File: config.mk
export PLATFORM = sky130hd
export DESIGN_NAME = adcs_sequencer
export DESIGN_NICKNAME = d
export VERILOG_FILES = /design/src/hw/adcs_pkg.sv /design/src/hw/adcs_clock_divider.sv /design/src/hw/adcs_sequencer.sv
export SDC_FILE = /design/constraint.sdc
export NUM_CORES = 1
export LEC_CHECK = 0
export BUFFER_PORTS_ARGS = -buffer_cell sky130_fd_sc_hd__buf_2
export CAP_MARGIN = 20
export CORE_UTILIZATION = 25
export DETAILED_ROUTE_END_ITERATION = 8
export HOLD_SLACK_MARGIN = 0.06
export PLACE_DENSITY = 0.55
export SYNTH_ARGS = -nofsm -noshare
export SYNTH_HDL_FRONTEND = slang
export SYNTH_HIERARCHICAL = 1
export SYNTH_SLANG_ARGS = --single-unit
File: constraint.sdc
create_clock -name sys_clk -period 2.52 [get_ports sys_clk]
set_input_delay 0.252 -clock sys_clk [delete_from_list [all_inputs] [get_ports sys_clk]]
set_output_delay 0.252 -clock sys_clk [all_outputs]
set_load 0.02 [all_outputs]
File: src/hw/adcs_pkg.sv
package adcs_pkg;

    // ****************************************
    // register byte addresses (one word each)
    // ****************************************
    localparam logic [7:0] addr_control_one = 8'h00;
    localparam logic [7:0] addr_control_two = 8'h04;
    localparam logic [7:0] addr_result_high = 8'h08;
    localparam logic [7:0] addr_result_low = 8'h0c;
    localparam logic [7:0] addr_irq_control = 8'h10;

    // ****************************************
    // control one fields
    // ****************************************
    localparam int chan_lsb = 0; // external_channel_select [3:0]
    localparam int power_bit = 5; // converter_power_enable
    localparam int format_bit = 6; // result_format_select
    localparam int start_bit = 7; // start
    localparam int busy_bit = 8; // conversion_busy_flag, read only

    // ****************************************
    // control two fields
    // ****************************************
    localparam int div_lsb = 0; // conv_clock_divider [2:0]
    localparam int ref_lsb = 3; // reference_source_select [1:0]
    localparam int src_lsb = 5; // input_source_select [2:0]

    // ****************************************
    // interrupt control fields
    // ****************************************
    localparam int gie_bit = 0; // global_interrupt_enable
    localparam int mfie_bit = 1; // multifunction_interrupt_enable
    localparam int cie_bit = 2; // converter_interrupt_enable
    localparam int req_bit = 3; // converter_interrupt_request

    // ****************************************
    // reset values and conversion timing
    // ****************************************
    localparam logic [3:0] chan_reset = 4'h0;
    localparam logic [2:0] div_reset = 3'h0;
    localparam logic [1:0] ref_reset = 2'h0;
    localparam logic [2:0] src_reset = 3'h0;
    localparam logic [4:0] sample_periods = 5'h04;
    localparam logic [4:0] total_periods = 5'h10;
    localparam int result_width = 12;
    localparam logic [11:0] full_scale = 12'hfff;
    localparam logic [2:0] src_external = 3'h0;
    localparam logic [3:0] chan_count = 4'h3; // codes 0..2 are pins

    typedef enum logic [2:0] {
        adcs_idle = 3'b001,
        adcs_sample = 3'b010,
        adcs_convert = 3'b100
    } adcs_state_e;

endpackage

File: src/hw/adcs_clock_divider.sv
// ****************************************
// converter clock enable from power-of-two divider
// ****************************************
module adcs_clock_divider (
    input wire logic sys_clk, // system clock
    input wire logic srst, // synchronous reset, high
    input wire logic run, // divider runs while high
    input wire logic [2:0] div_code, // 0 -> /1 .. 7 -> /128
    output logic tick // one-cycle converter clock enable
);
    logic [6:0] count;
    logic [6:0] limit;

    // limit is 2^code - 1; code 0 gives a tick every cycle
    assign limit = 7'((8'h01 << div_code) - 8'h01);

    // free count restarts when stopped so the first period is whole
    always_ff @(posedge sys_clk) begin
        if (srst || !run) begin
            count <= 7'h00;
            tick <= 1'b0;
        end else if (count >= limit) begin
            count <= 7'h00;
            tick <= 1'b1;
        end else begin
            count <= count + 7'h01;
            tick <= 1'b0;
        end
    end
endmodule // adcs_clock_divider

File: src/hw/adcs_sequencer.sv
// Design decisions made here: the APB interface to the registers and the register offsets.
module adcs_sequencer (
    input wire logic sys_clk, // system clock, 40 MHz
    input wire logic srst, // synchronous reset, high
    input wire logic psel, // apb select
    input wire logic penable, // apb enable
    input wire logic pwrite, // apb direction
    input wire logic [7:0] paddr, // apb byte address
    input wire logic [31:0] pwdata, // apb write data
    output logic [31:0] prdata, // apb read data
    output logic pready, // apb ready
    output logic pslverr, // apb error, unmapped address
    input wire logic [11:0] core_data, // result from analog core
    output logic conv_power_on, // analog core power
    output logic core_sample, // core sampling phase
    output logic core_convert, // core conversion phase
    output logic [3:0] pin_select, // routed external pin
    output logic [2:0] internal_select, // routed internal source, 0 none
    output logic [1:0] reference_select, // reference source to core
    output logic converter_irq // interrupt to cpu
);
    // ****************************************
    // registers
    // ****************************************
    logic [3:0] external_channel_select;
    logic converter_power_enable;
    logic result_format_select;
    logic start;
    logic start_prev;
    logic [2:0] conv_clock_divider;
    logic [1:0] reference_source_select;
    logic [2:0] input_source_select;
    logic global_interrupt_enable;
    logic multifunction_interrupt_enable;
    logic converter_interrupt_enable;
    logic converter_interrupt_request;
    logic [7:0] result_high_byte;
    logic [7:0] result_low_byte;
    adcs_pkg::adcs_state_e state;
    logic [4:0] periods;
    logic tick;
    logic done;
    logic launch;
    logic wr_en;
    logic rd_en;
    logic mapped;
    logic [31:0] next_prdata;

    // ****************************************
    // bus decode
    // ****************************************
    // writes land only at the ready edge; reads are taken at setup so the
    // data already stands when the master samples ready
    assign wr_en = psel && penable && pwrite && pready;
    assign rd_en = psel && !penable && !pwrite;

    // one decode for the error flag, so a new register is added in one place
    function automatic logic is_mapped(input logic [7:0] a);
        is_mapped = (a == adcs_pkg::addr_control_one) || (a == adcs_pkg::addr_control_two)
            || (a == adcs_pkg::addr_result_high) || (a == adcs_pkg::addr_result_low)
            || (a == adcs_pkg::addr_irq_control);
    endfunction

    assign mapped = is_mapped(paddr);

    // the error flag rises with ready, so a refused access still completes
    // no wait states: ready rises in the first access cycle
    always_ff @(posedge sys_clk) begin
        if (srst) begin
            pready <= 1'b0;
            pslverr <= 1'b0;
        end else begin
            pready <= psel && !penable;
            pslverr <= psel && !penable && !mapped;
        end
    end

    // read data latched at setup; busy and flags are live at that cycle
    always_comb begin
        next_prdata = 32'h0000_0000;
        unique case (paddr)
            adcs_pkg::addr_control_one: begin
                next_prdata[adcs_pkg::chan_lsb +: 4] = external_channel_select;
                next_prdata[adcs_pkg::power_bit] = converter_power_enable;
                next_prdata[adcs_pkg::format_bit] = result_format_select;
                next_prdata[adcs_pkg::start_bit] = start;
                next_prdata[adcs_pkg::busy_bit] = (state != adcs_pkg::adcs_idle);
            end
            adcs_pkg::addr_control_two: begin
                next_prdata[adcs_pkg::div_lsb +: 3] = conv_clock_divider;
                next_prdata[adcs_pkg::ref_lsb +: 2] = reference_source_select;
                next_prdata[adcs_pkg::src_lsb +: 3] = input_source_select;
            end
            adcs_pkg::addr_result_high: next_prdata[7:0] = result_high_byte;
            adcs_pkg::addr_result_low: next_prdata[7:0] = result_low_byte;
            adcs_pkg::addr_irq_control: begin
                next_prdata[adcs_pkg::gie_bit] = global_interrupt_enable;
                next_prdata[adcs_pkg::mfie_bit] = multifunction_interrupt_enable;
                next_prdata[adcs_pkg::cie_bit] = converter_interrupt_enable;
                next_prdata[adcs_pkg::req_bit] = converter_interrupt_request;
            end
            default: next_prdata = 32'h0000_0000;
        endcase
    end

    // read data holds between reads; a write leaves it untouched
    always_ff @(posedge sys_clk) begin
        if (srst) begin
            prdata <= 32'h0000_0000;
        end else if (rd_en) begin
            prdata <= next_prdata;
        end
    end

    // ****************************************
    // control registers
    // ****************************************
    // first control word: channel, power, format and start; start is plain
    // storage and the sequencer below watches its falling edge
    always_ff @(posedge sys_clk) begin
        if (srst) begin
            external_channel_select <= adcs_pkg::chan_reset;
            converter_power_enable <= 1'b0;
            result_format_select <= 1'b0;
            start <= 1'b0;
        end else if (wr_en && paddr == adcs_pkg::addr_control_one) begin
            external_channel_select <= pwdata[adcs_pkg::chan_lsb +: 4];
            converter_power_enable <= pwdata[adcs_pkg::power_bit];
            result_format_select <= pwdata[adcs_pkg::format_bit];
            start <= pwdata[adcs_pkg::start_bit];
        end
    end

    // second control word: divider, reference and source; a change while
    // converting acts at once, so software should change it only when idle
    always_ff @(posedge sys_clk) begin
        if (srst) begin
            conv_clock_divider <= adcs_pkg::div_reset;
            reference_source_select <= adcs_pkg::ref_reset;
            input_source_select <= adcs_pkg::src_reset;
        end else if (wr_en && paddr == adcs_pkg::addr_control_two) begin
            conv_clock_divider <= pwdata[adcs_pkg::div_lsb +: 3];
            reference_source_select <= pwdata[adcs_pkg::ref_lsb +: 2];
            input_source_select <= pwdata[adcs_pkg::src_lsb +: 3];
        end
    end

    // interrupt word: three enables and the request flag
    // enables are plain storage; software writes 0 to the request to clear it
    always_ff @(posedge sys_clk) begin
        if (srst) begin
            global_interrupt_enable <= 1'b0;
            multifunction_interrupt_enable <= 1'b0;
            converter_interrupt_enable <= 1'b0;
        end else if (wr_en && paddr == adcs_pkg::addr_irq_control) begin
            global_interrupt_enable <= pwdata[adcs_pkg::gie_bit];
            multifunction_interrupt_enable <= pwdata[adcs_pkg::mfie_bit];
            converter_interrupt_enable <= pwdata[adcs_pkg::cie_bit];
        end
    end

    // completion wins over a clear in the same cycle
    always_ff @(posedge sys_clk) begin
        if (srst) begin
            converter_interrupt_request <= 1'b0;
        end else if (done) begin
            converter_interrupt_request <= 1'b1;
        end else if (wr_en && paddr == adcs_pkg::addr_irq_control) begin
            converter_interrupt_request <= pwdata[adcs_pkg::req_bit];
        end
    end

    // ****************************************
    // conversion sequencer
    // ****************************************
    // divider runs only from launch to completion, saving toggles when idle;
    // its count restarts for each conversion
    adcs_clock_divider u_div (
        .sys_clk(sys_clk),
        .srst(srst),
        .run(state != adcs_pkg::adcs_idle || launch),
        .div_code(conv_clock_divider),
        .tick(tick)
    );

    // completion is the last converter tick of the conversion phase
    assign done = (state == adcs_pkg::adcs_convert) && tick
        && (periods == adcs_pkg::total_periods - 5'h01);

    // a launch also starts the divider, so the first period is whole and
    // sampling lasts four periods, not one system cycle more
    assign launch = converter_power_enable && start_prev && !start;

    // falling start edge, after a high, launches; a new start restarts a running one
    // a start held high keeps the sequencer idle, which doubles as a reset
    always_ff @(posedge sys_clk) begin
        if (srst) begin
            start_prev <= 1'b0;
        end else begin
            start_prev <= start;
        end
    end

    // phase sequencer: periods counts converter ticks across both phases,
    // so the phase change and completion share one counter; power removal
    // wins over everything and aborts a conversion
    always_ff @(posedge sys_clk) begin
        if (srst || !converter_power_enable) begin
            state <= adcs_pkg::adcs_idle;
            periods <= 5'h00;
        end else if (start) begin
            state <= adcs_pkg::adcs_idle;
            periods <= 5'h00;
        end else if (launch) begin
            state <= adcs_pkg::adcs_sample;
            periods <= 5'h00;
        end else if (tick) begin
            periods <= periods + 5'h01;
            // idle and any stray code fall to the default and stay idle
            unique case (state)
                adcs_pkg::adcs_sample: begin
                    if (periods == adcs_pkg::sample_periods - 5'h01) begin
                        state <= adcs_pkg::adcs_convert;
                    end
                end
                adcs_pkg::adcs_convert: begin
                    if (done) begin
                        state <= adcs_pkg::adcs_idle;
                    end
                end
                default: state <= adcs_pkg::adcs_idle;
            endcase
        end
    end

    // capture only on completion so the last result stays put
    // the core code passes unscaled: one code is one reference step
    always_ff @(posedge sys_clk) begin
        if (srst) begin
            result_high_byte <= 8'h00;
            result_low_byte <= 8'h00;
        end else if (done) begin
            if (result_format_select) begin
                result_high_byte <= {4'h0, core_data[11:8]};
                result_low_byte <= core_data[7:0];
            end else begin
                result_high_byte <= core_data[11:4];
                result_low_byte <= {core_data[3:0], 4'h0};
            end
        end
    end

    // ****************************************
    // analog side
    // ****************************************
    // every output here is registered, so the core sees clean levels
    // an internal source is only routed when the pin code is parked, so a
    // careless order cannot short a pin onto the internal node
    always_ff @(posedge sys_clk) begin
        if (srst) begin
            conv_power_on <= 1'b0;
            core_sample <= 1'b0;
            core_convert <= 1'b0;
            pin_select <= adcs_pkg::chan_reset;
            internal_select <= adcs_pkg::src_reset;
            reference_select <= adcs_pkg::ref_reset;
            converter_irq <= 1'b0;
        end else begin
            conv_power_on <= converter_power_enable;
            core_sample <= state == adcs_pkg::adcs_sample;
            core_convert <= state == adcs_pkg::adcs_convert;
            pin_select <= (input_source_select == adcs_pkg::src_external)
                ? external_channel_select : adcs_pkg::chan_count;
            internal_select <= (input_source_select != adcs_pkg::src_external
                && external_channel_select >= adcs_pkg::chan_count)
                ? input_source_select : adcs_pkg::src_external;
            reference_select <= reference_source_select;
            converter_irq <= converter_interrupt_request && converter_interrupt_enable
                && multifunction_interrupt_enable && global_interrupt_enable;
        end
    end
endmodule // adcs_sequencer

# Word level (Yosys, flattened, before mapping)
# Cells that the tools add are included.
totals:
  regBits: 76
  input_bits: 57
  output_inout_bits: 47
op_classes:
  addsub: 3
  magnitude_cmp: 2
  eq_ne: 13
  shifts: 1
  mux: 15
  bitwise: 2
  n_reduce_logical: 42
op_table:
  columns: ["cell", "n"]
  rows:
  - ["$pmux 4 s5", 1]
  - ["$logic_and 1x1->1", 17]
  - ["$eq 8x4->1 const B", 2]
  - ["$mux 8", 2]
  - ["$pmux 3 s4", 1]
  - ["$eq 8x3->1 const B", 1]
  - ["$eq 8x5->1 const B", 1]
  - ["$logic_not 8->1", 1]
  - ["$reduce_or 2->1", 4]
  - ["$add 7x1->7 const B", 1]
  - ["$ge 7x7->1", 1]
  - ["$logic_or 1x1->1", 7]
  - ["$shl 1x3->7 const A", 1]
  - ["$sub 7x1->7 const B", 1]
  - ["$logic_not 1->1", 6]
  - ["$mux 2", 3]
  - ["$mux 3", 2]
  - ["$ne 3x3->1 const B", 2]
  - ["$pmux 3 s2", 1]
  - ["$reduce_and 3->1", 2]
  - ["$add 5x1->5 const B", 1]
  - ["$eq 5x2->1 const B", 1]
  - ["$eq 5x4->1 const B", 1]
  - ["$ge 4x2->1 const B", 1]
  - ["11 further kinds", 17]

# Depth between registers and ports, before layout
# Gate-level depths: netlist (run 1).
depth:
  ltp_word: 7
  depth_mapped: 8

# Modules after synthesis
# Netlist (run 1), hierarchy kept.
modules_own_cells:
  columns: ["module", "n_inst", "cells_each", "area_each_um2", "seq_area_each_um2"]
  rows:
  - ["adcs_sequencer", 1, 315, 3050.4, 1361.3]
  - ["adcs_clock_divider", 1, 53, 483.0, 160.2]

# Worst setup path before layout (run 1)
# OpenSTA, ideal clock, no wires.
synth_timing:
  path_type: "register to register"
  startpoint: "reg conv_clock_divider[1]"
  endpoint: "reg u_div.tick"
  arrival_ns: 1.637
  required_ns: 2.395
  slack_ns: 0.758
  path_stages_with_launch: 7
  path_cell_list: "dfxtp_1 -> or3_1 -> ha_1 -> nand2b_1 -> a211oi_1 -> o31ai_2 -> nor2b_1"
synth_between:
  elab_chain_len: 4
synth_rtl:
  columns: ["element", "line", "text"]
  rows:
  - ["start, declared", "adcs_sequencer.sv:30", "logic [2:0] conv_clock_divider;"]
  - ["start signal, assigned", "adcs_sequencer.sv:138", "conv_clock_divider <= adcs_pkg::div_reset;"]
  - ["start signal, assigned", "adcs_sequencer.sv:142", "conv_clock_divider <= pwdata[adcs_pkg::div_lsb +: 3];"]
  - ["$shl 1x3->7", "adcs_clock_divider.sv:15", "assign limit = 7'((8'h01 << div_code) - 8'h01);"]
  - ["$sub 7x1->7", "adcs_clock_divider.sv:15", null]
  - ["$ge 7x7->1", "adcs_clock_divider.sv:22", "end else if (count >= limit) begin"]
  - ["$mux 1", "adcs_clock_divider.sv:22", null]
  - ["end signal, assigned", "adcs_clock_divider.sv:21", "tick <= 1'b0;"]
  - ["end signal, assigned", "adcs_clock_divider.sv:24", "tick <= 1'b1;"]
  - ["end signal, assigned", "adcs_clock_divider.sv:27", "tick <= 1'b0;"]
  - ["end, declared", "adcs_clock_divider.sv:9", "output logic tick"]
# Every way passes these cells.
# A chain may end at the register's enable or synchronous reset.

# Worst setup path after layout (run 1)
layout_timing:
  startpoint: "reg conv_clock_divider[2]"
  endpoint: "reg u_div.count[3]"
layout_between:
  elab_chain_len: 4
layout_rtl:
  columns: ["element", "line", "text"]
  rows:
  - ["$shl 1x3->7", "adcs_clock_divider.sv:15", null]
  - ["$sub 7x1->7", "adcs_clock_divider.sv:15", null]
  - ["$ge 7x7->1", "adcs_clock_divider.sv:22", null]
  - ["$reduce_or 2->1 (no line)", null, null]
  - ["end signal, assigned", "adcs_clock_divider.sv:26", "count <= count + 7'h01;"]
  - ["end, declared", "adcs_clock_divider.sv:11", "logic [6:0] count;"]
# Every way passes these cells.

==> flow_summary_export.csv, run 1 <==
group,metric,value,unit
status,status,"complete, no violations",
global_routing,grt_usage,0.1138,
floorplan,dieArea,0.01461,mm2
floorplan,row_count,43,
clocking,cts.sinks,76,
logic_synthesis,synthTopCellsByArea,"dfxtp_1 (43%), mux2i_1 (7.1%), buf_4 (5.5%)",
drt,wl_per_cell,13.21,um
setup_path,cp.required,2.76,ns
floorplan,start_util,0.2555,
place,dpl.hpwl,6101,um
timing,max_freq,490.7,MHz
logic_synthesis,synth_cell_type_count,50,
setup_path,end_kind,"register",
timing,fin_crit_sh,0.8087,
logic_synthesis,async_flop_share,0,
flow_run,max-cap-violations,0,
setup_path,r2r_cells,6,
logic_synthesis,synth_edf_count,0,
power,ir_worst_vdd,0.0004207,V
global_routing,antenna_found_initial,0,
place,pre_cts_ws,0.5361,ns
global_routing,grt_overflow,0,
setup_path,crit_path_max_fanout,9,
clocking,cts.clk_slew.worst_paths,0.06,ns
clocking,cts_hold_buf,0,
logic_synthesis,syn_area,0.003533,mm2
global_routing,grt_max_degree,29,
setup_path,startpoint,"conv_clock_divider[2]",
timing,slew_headroom,0.6047,
clocking,root_buffer,"clkbuf_16",
place,port_buffers,56,
final_layout,area_growth_syn_to_layout,18.87,%
timing,drv_slew,0,
power,pwr-share-clk,0.516,
drt,wl,7963,um
drt,dr.pass1.iters,4,
power,internal-power,0.002168,W
final_layout,antenna_cells,0,
power,combPwrFrac,0.047,
clocking,post_cts_resized,0,
logic_synthesis,ys_seq_area_frac,0.4306,
global_routing,first_global_vias,2508,
setup_path,startpoint_type,"register",
clocking,clock_latency,0.33,ns
timing,finalSetupViolCount,0,
power,pwr-share-seq,0.437,
clocking,cts_buffer_depth,2,
power,sw_frac_of_total,0.2157,
timing,setup_tns,0,ns
setup_path,r2r-start,"conv_clock_divider[2]",
timing,worst_pin_slew,0.5893,ns
setup_path,r2r-end,"u_div/count[3]",
floorplan,core,0.01383,mm2
setup_path,arrival,2.28,ns
logic_synthesis,synth_top_cell_by_area,"dfxtp_1",
logic_synthesis,yosys_register_bits,76,
setup_path,worstSetupPathType,"reg -> reg",
floorplan,die_width,120.9,um
final_layout,finalNetCount,485,
timing,final.min_clock_period,2.038,ns
place,place_congestion,0.7487,
drt,drcViolationCount,0,
timing,setup_slack,0.4820,ns
logic_synthesis,yosys.area.top_type_share,0.4306,
timing,hold_violations,0,
logic_synthesis,synth_flop_cell,"dfxtp_1",
clocking,cts_tree,"done",
drt,route.vias.total,2686,
setup_path,cp-endpoint,"u_div/count[3]",
timing,skew,0.003175,ns
setup_path,rrSetupSlack,0.48,ns
drt,drtIter0Drc,173,
min_path,hp-class,"in -> reg",
logic_synthesis,yosysWarnings,6,
power,p_total,0.002765,W
clocking,cts_setup_buffers,0,
drt,vias_per_cell,4.454,
clocking,cts_buffers,9,
clocking,htree_levels,3,
power,p_per_area,658.2,mW/mm2
global_routing,grt_pass1_wl,12910,um
floorplan,die_h,120.9,um
logic_synthesis,synth.avg_cell_area,9.602,um2
timing,grt_setup_unrepaired,"false",
power,power.leakage,1.791,nW
floorplan,io_pins,104,
final_layout,drive_above_1_share,0.2175,
drt,drtAntennaViolNets,0,
logic_synthesis,syn_inst,368,
final_layout,fillCellCount,1459,
power,power_switching,0.0005964,W
-- final cells by class --
| cell class | instances | area, um2 | share of cell area |
|---|---|---|---|
| multi-input combinational | 265 | 1785 | 0.4251 |
| sequential | 76 | 1521 | 0.3622 |
| timing repair buffer | 60 | 310.3 | 0.07388 |
| clock buffer | 11 | 252.7 | 0.06017 |
| tap | 180 | 225.2 | 0.05362 |
| clock inverter | 5 | 82.58 | 0.01966 |
| inverter | 6 | 22.52 | 0.005362 |
-- stage by stage --
| step | util | cells | hold WS (ns) | area [um2] |
|---|---|---|---|---|
| 3_3_place_gp | 0.2795 | 587 | 0.4426 | 3865 |
| 3_5_place_dp | 0.2795 | 587 | 0.4453 | 3865 |
| 4_1_cts | 0.3038 | 603 | 0.1550 | 4200 |
| 5_1_grt | 0.3038 | 603 | 0.1788 | 4200 |
| 6_report | 0.3038 | 603 | 0.1502 | 4200 |
| 2_1_floorplan | - | 390 | 0.3311 | 3616 |
-- per-layer routing --
layer	track usage	part of all wire	vias to the layer above
met1	0.1584	0.48	1251
met3	0.02820	0.063	6
met2	0.1707	0.45	78
met4	0.03704	0.011	0
li1	-	-	1351
met5	0	0	-
-- registers in the layout (all words and copies together), names as in the netlist, 2 cells and up --
register,flops
state,3
input_source_select,3
external_channel_select,4
periods,5
internal_select,3
result_low_byte,8
reference_select,2
reference_source_select,2
prdata,9
pin_select,4
u_div/count,7
conv_clock_divider,3
result_high_byte,8
-- how the worst min path moves through the flow --
stage | end | from | cells after the start | slack [ns]
floorplan | conv_power_on | srst | 1 | 0.33
global placement | result_high_byte[6] | result_high_byte[6] | 2 | 0.44
detailed placement | result_high_byte[6] | result_high_byte[6] | 2 | 0.45
CTS | conv_power_on | srst | 2 | 0.15
global route | conv_power_on | srst | 2 | 0.18
finish | conv_power_on | srst | 2 | 0.15
-- synthesized netlist by cell type (2+ instances only) --
cell	n
mux2i_1	25
nand3b_1	4
nor3_1	13
nand3_1	16
nand2_1	20
xor2_1	6
dfxtp_1	76
o21ai_0	2
buf_1	3
mux4_2	6
nor2_1	49
inv_1	6
buf_2	3
and3_1	3
buf_4	26
nor4b_1	2
a21oi_1	21
clkbuf_1	7
nand4_1	4
a221oi_1	4
and2_1	6
buf_6	3
nand2b_1	6
xnor2_1	2
nor2b_1	8
ha_1	10
or3b_2	2
a211oi_1	11
or3_1	3
-- placed cells by master (no fill, tap or decap), types with 2 or more instances in the layout --
| master | n |
|---|---|
| a211oi_1 | 11 |
| a21oi_1 | 21 |
| a221oi_1 | 4 |
| and2_1 | 6 |
| and3_1 | 3 |
| buf_2 | 56 |
| buf_4 | 4 |
| bufinv_16 | 2 |
| clkbuf_16 | 9 |
| clkbuf_8 | 2 |
| conb_1 | 23 |
| dfxtp_1 | 76 |
| ha_1 | 10 |
| inv_1 | 6 |
| mux2i_1 | 25 |
| mux4_2 | 6 |
| nand2_1 | 20 |
| nand2b_1 | 6 |
| nand3_1 | 16 |
| nand3b_1 | 4 |
| nand4_1 | 4 |
| nor2_1 | 49 |
| nor2b_1 | 8 |
| nor3_1 | 13 |
| nor4b_1 | 2 |
| o21ai_0 | 2 |
| or3_1 | 3 |
| or3b_2 | 2 |
| xnor2_1 | 2 |
| xor2_1 | 6 |
-- kinds of logic (layout without fill, tap and decap cells) --
group | count (synthesis) | in the layout | share of synthesized area
buffers and inverters | 49 | 82 | 0.08746
AO/OA/AOI/OAI | 48 | 48 | 0.09066
multiplexers | 33 | 33 | 0.1197
other | 1 | 23 | 0.001061
adder cells (fa/ha/maj) | 10 | 10 | 0.03541
flip-flops | 76 | 76 | 0.4306
AND/OR/NAND/NOR | 143 | 143 | 0.2153
XOR/XNOR | 8 | 8 | 0.01983
-- power by group through the flow --
stage	sequential (W)	combinational (W)	clock, W
detailed placement	0.00123	0.000130	0
floorplan	0.00124	0.000103	0
global placement	0.00123	0.000129	0
CTS	0.00121	0.000131	0.00145
global route	0.00121	0.000143	0.00152
finish	0.00121	0.000130	0.00143
-- critical path: stages, from the launching register on --
cell	delay [ns]
dfxtp_1	0.39
or3_1	0.38
ha_1	0.28
nand2b_1	0.14
a211oi_1	0.32
o31ai_2	0.19
nor3_1	0.24
Note: power is estimated with default switching activity, not from simulation.
==> run 2: changes to the inputs <==
--- a/config.mk
+++ b/config.mk
@@ -5,12 +5,13 @@
 export SDC_FILE = /design/constraint.sdc
 export NUM_CORES = 1
 export LEC_CHECK = 0
+export ABC_AREA = 1
 export BUFFER_PORTS_ARGS = -buffer_cell sky130_fd_sc_hd__buf_2
 export CAP_MARGIN = 20
 export CORE_UTILIZATION = 25
 export DETAILED_ROUTE_END_ITERATION = 8
 export HOLD_SLACK_MARGIN = 0.06
-export PLACE_DENSITY = 0.55
+export PLACE_DENSITY = 0.54
 export SYNTH_ARGS = -nofsm -noshare
 export SYNTH_HDL_FRONTEND = slang
 export SYNTH_HIERARCHICAL = 1
==> constraint.sdc (replaced) <==
create_clock -name sys_clk -period 2.1 [get_ports sys_clk]
set_input_delay 0.21 -clock sys_clk [delete_from_list [all_inputs] [get_ports sys_clk]]
set_output_delay 0.21 -clock sys_clk [all_outputs]
set_load 0.02 [all_outputs]
==> run 2 against run 1 <==
Against the previous run: the run now ends with DRC left; fmax increased by 21%; non-clock buffer count increased by 1; via count increased by 21%; core utilization increased by 0.076 points; worst hold slack got worse by 0.032 ns; power increased by 25%; first-iteration DRC count increased by 31%; design area increased by 5.0%; largest cell class unchanged; highest routed layer unchanged.
==> flow_summary_export.csv, run 2 <==
group,metric,value,unit
global_routing,antenna_found_initial,0,
final_layout,instances_no_fill,741,
timing,drv_slew,0,
logic_synthesis,yosys_register_bits,76,
drt,vias_per_cell,4.379,
logic_synthesis,synth_commonest_cells,"nand2_1 (90), dfxtp_1 (76), inv_1 (56)",
timing,final.min_clock_period,1.688,ns
final_layout,fillCellCount,1552,
timing,grt_setup_unrepaired,"false",
final_layout,largest_register,"prdata",
timing,setup_slack,0.4117,ns
final_layout,layout_common_cells,"nand2_1 (90), dfxtp_1 (76), inv_1 (56), buf_2 (56), nor2_1 (53)",
timing,setup_tns,0,ns
power,power.leakage,1.880,nW
logic_synthesis,synthTopCellsByArea,"dfxtp_1 (41%), nand2_1 (9.2%), inv_1 (5.7%)",
global_routing,first_global_vias,3036,
timing,worst_pin_slew,0.5409,ns
setup_path,r2r-start,"periods[1]",
clocking,cts_buffer_depth,2,
place,dp.cells,725,
clocking,cts.sinks,76,
timing,slew_headroom,0.6390,
final_layout,layout_commonest_cell,"nand2_1",
final_layout,drive_above_1_share,0.1813,
logic_synthesis,yosysWarnings,6,
clocking,cts_buffers,9,
drt,drtAntennaViolNets,0,
logic_synthesis,syn_area,0.003691,mm2
logic_synthesis,synth.avg_cell_area,7.412,um2
logic_synthesis,synth_cell_type_count,37,
setup_path,cp.required,2.37,ns
setup_path,end_kind,"register",
power,p_per_area,782.2,mW/mm2
clocking,htree_levels,3,
drt,drtIter0Drc,226,
logic_synthesis,ys_seq_area_frac,0.4122,
logic_synthesis,synth_top_cell_by_area,"dfxtp_1",
floorplan,start_util,0.2549,
clocking,cts.clk_slew.worst_paths,0.06,ns
floorplan,die_h,123.5,um
logic_synthesis,async_flop_share,0,
drt,dr.pass1.iters,6,
timing,finalSetupViolCount,0,
final_layout,largest_reg_flops,9,
floorplan,dieArea,0.01525,mm2
setup_path,cp-endpoint,"result_high_byte[7]",
clocking,cts_setup_buffers,0,
floorplan,die_width,123.5,um
place,placed_area,0.004058,mm2
setup_path,startpoint,"periods[1]",
global_routing,grt_pass1_wl,14640,um
clocking,cts_tree,"done",
place,port_buffers,56,
timing,hold_violations,0,
floorplan,row_count,44,
place,place_congestion,0.7840,
final_layout,area_growth_syn_to_layout,19.46,%
clocking,clock_latency,0.34,ns
drt,wl,8942,um
clocking,post_cts_resized,0,
clocking,cts_hold_buf,0,
logic_synthesis,yosysMostFrequentCell,"nand2_1",
power,ir_worst_vdd,0.0003683,V
place,dpl.hpwl,6724,um
final_layout,finalInstanceArea,0.004409,mm2
status,status,"finished, violations left",
final_layout,multi_input_area,0.001770,mm2
logic_synthesis,yosys.area.top_type_share,0.4122,
status,violations,"DRC",
global_routing,grt_usage,0.1267,
setup_path,arrival,1.96,ns
setup_path,r2r_cells,8,
timing,skew,0.008054,ns
floorplan,io_pins,104,
drt,wl_per_cell,12.07,um
clocking,root_buffer,"clkbuf_16",
final_layout,finalNetCount,619,
final_layout,antenna_cells,0,
setup_path,r2r-end,"result_high_byte[7]",
setup_path,crit_path_max_fanout,33,
setup_path,rrSetupSlack,0.41,ns
setup_path,worstSetupPathType,"reg -> reg",
logic_synthesis,syn_inst,498,
logic_synthesis,synth_flop_cell,"dfxtp_1",
drt,drcViolationCount,2,
timing,max_freq,592.3,MHz
floorplan,core,0.01448,mm2
final_layout,register_area,0.001521,mm2
logic_synthesis,synth_edf_count,0,
final_layout,final_util,0.3045,
global_routing,grt_overflow,0,
global_routing,grt_max_degree,34,
timing,fin_crit_sh,0.8040,
drt,route.vias.total,3245,
min_path,hp-class,"in -> reg",
final_layout,top_regs,"prdata: 9 flops, result_high_byte: 8 flops, result_low_byte: 8 flops",
flow_run,max-cap-violations,0,
place,pre_cts_ws,0.4087,ns
setup_path,startpoint_type,"register",
run 2: cell count changes after synthesis, sizes merged, moves of 11 or more:
cell,previous run,this run
a211oi,11,0
a21oi,22,35
inv,6,58
mux2i,25,0
nand2,20,97
nand3,16,31
nor2,49,62
o21ai,2,43
run 2: power by group:
group,total (W),switching [W],internal [W]
Clock,0.00182,0.000601,0.00122
Combinational,0.000170,0.000122,0.0000480
Sequential,0.00145,0.00000440,0.00145
Total,0.00345,0.000728,0.00272
run 2: worst min-delay path by stage:
stage	start	end	cells past startpoint
2_1_floorplan	pwdata[0]	conv_clock_divider[0]	2
3_3_place_gp	result_low_byte[7]	result_low_byte[7]	2
3_5_place_dp	result_low_byte[6]	result_low_byte[6]	2
4_1_cts	pwdata[4]	reference_source_select[1]	3
5_1_grt	pwdata[7]	input_source_select[2]	3
6_report	pwdata[4]	reference_source_select[1]	3
run 2: layer usage:
layer,track usage,share of wire,wire length [um]
met1,0.1621,0.47,4224
met2,0.1987,0.46,4084
met3,0.03921,0.059,529
met4,0.04744,0.012,104
met5,0,0,0
run 2: through the flow:
stage,hold slack (ns),total power (W)
after floorplan,0.3512,0.001620
after global placement,0.4414,0.001655
after detailed placement,0.4419,0.001656
after CTS,0.1073,0.003494
after global routing,0.1472,0.003581
final,0.1178,0.003449
run 2: cell type report:
class / count / area share
Multi-Input combinational cell: 346 / 0.4015
Clock buffer: 12 / 0.05817
Tap cell: 184 / 0.05221
Sequential cell: 76 / 0.3451
Inverter: 58 / 0.04938
Clock inverter: 4 / 0.02157
Timing Repair Buffer: 61 / 0.07208
run 2: cell families after synthesis:
| logic type | share of synthesized area |
|---|---|
| compound gates | 0.1315 |
| xor+xnor | 0.01186 |
| fa+ha+maj | 0.03390 |
| buf+inv | 0.1305 |
| flops | 0.4122 |
| other cells | 0.001016 |
| simple gates | 0.2790 |
run 2: worst max-delay path: stages, from the launching register on:
cell and delay, ns:
dfxtp_1 0.37, ha_1 0.21, nand2_1 0.06, nor2_1 0.11, ha_1 0.19, nand3_2 0.09
buf_4 0.24, nand3b_1 0.20, a21oi_1 0.14
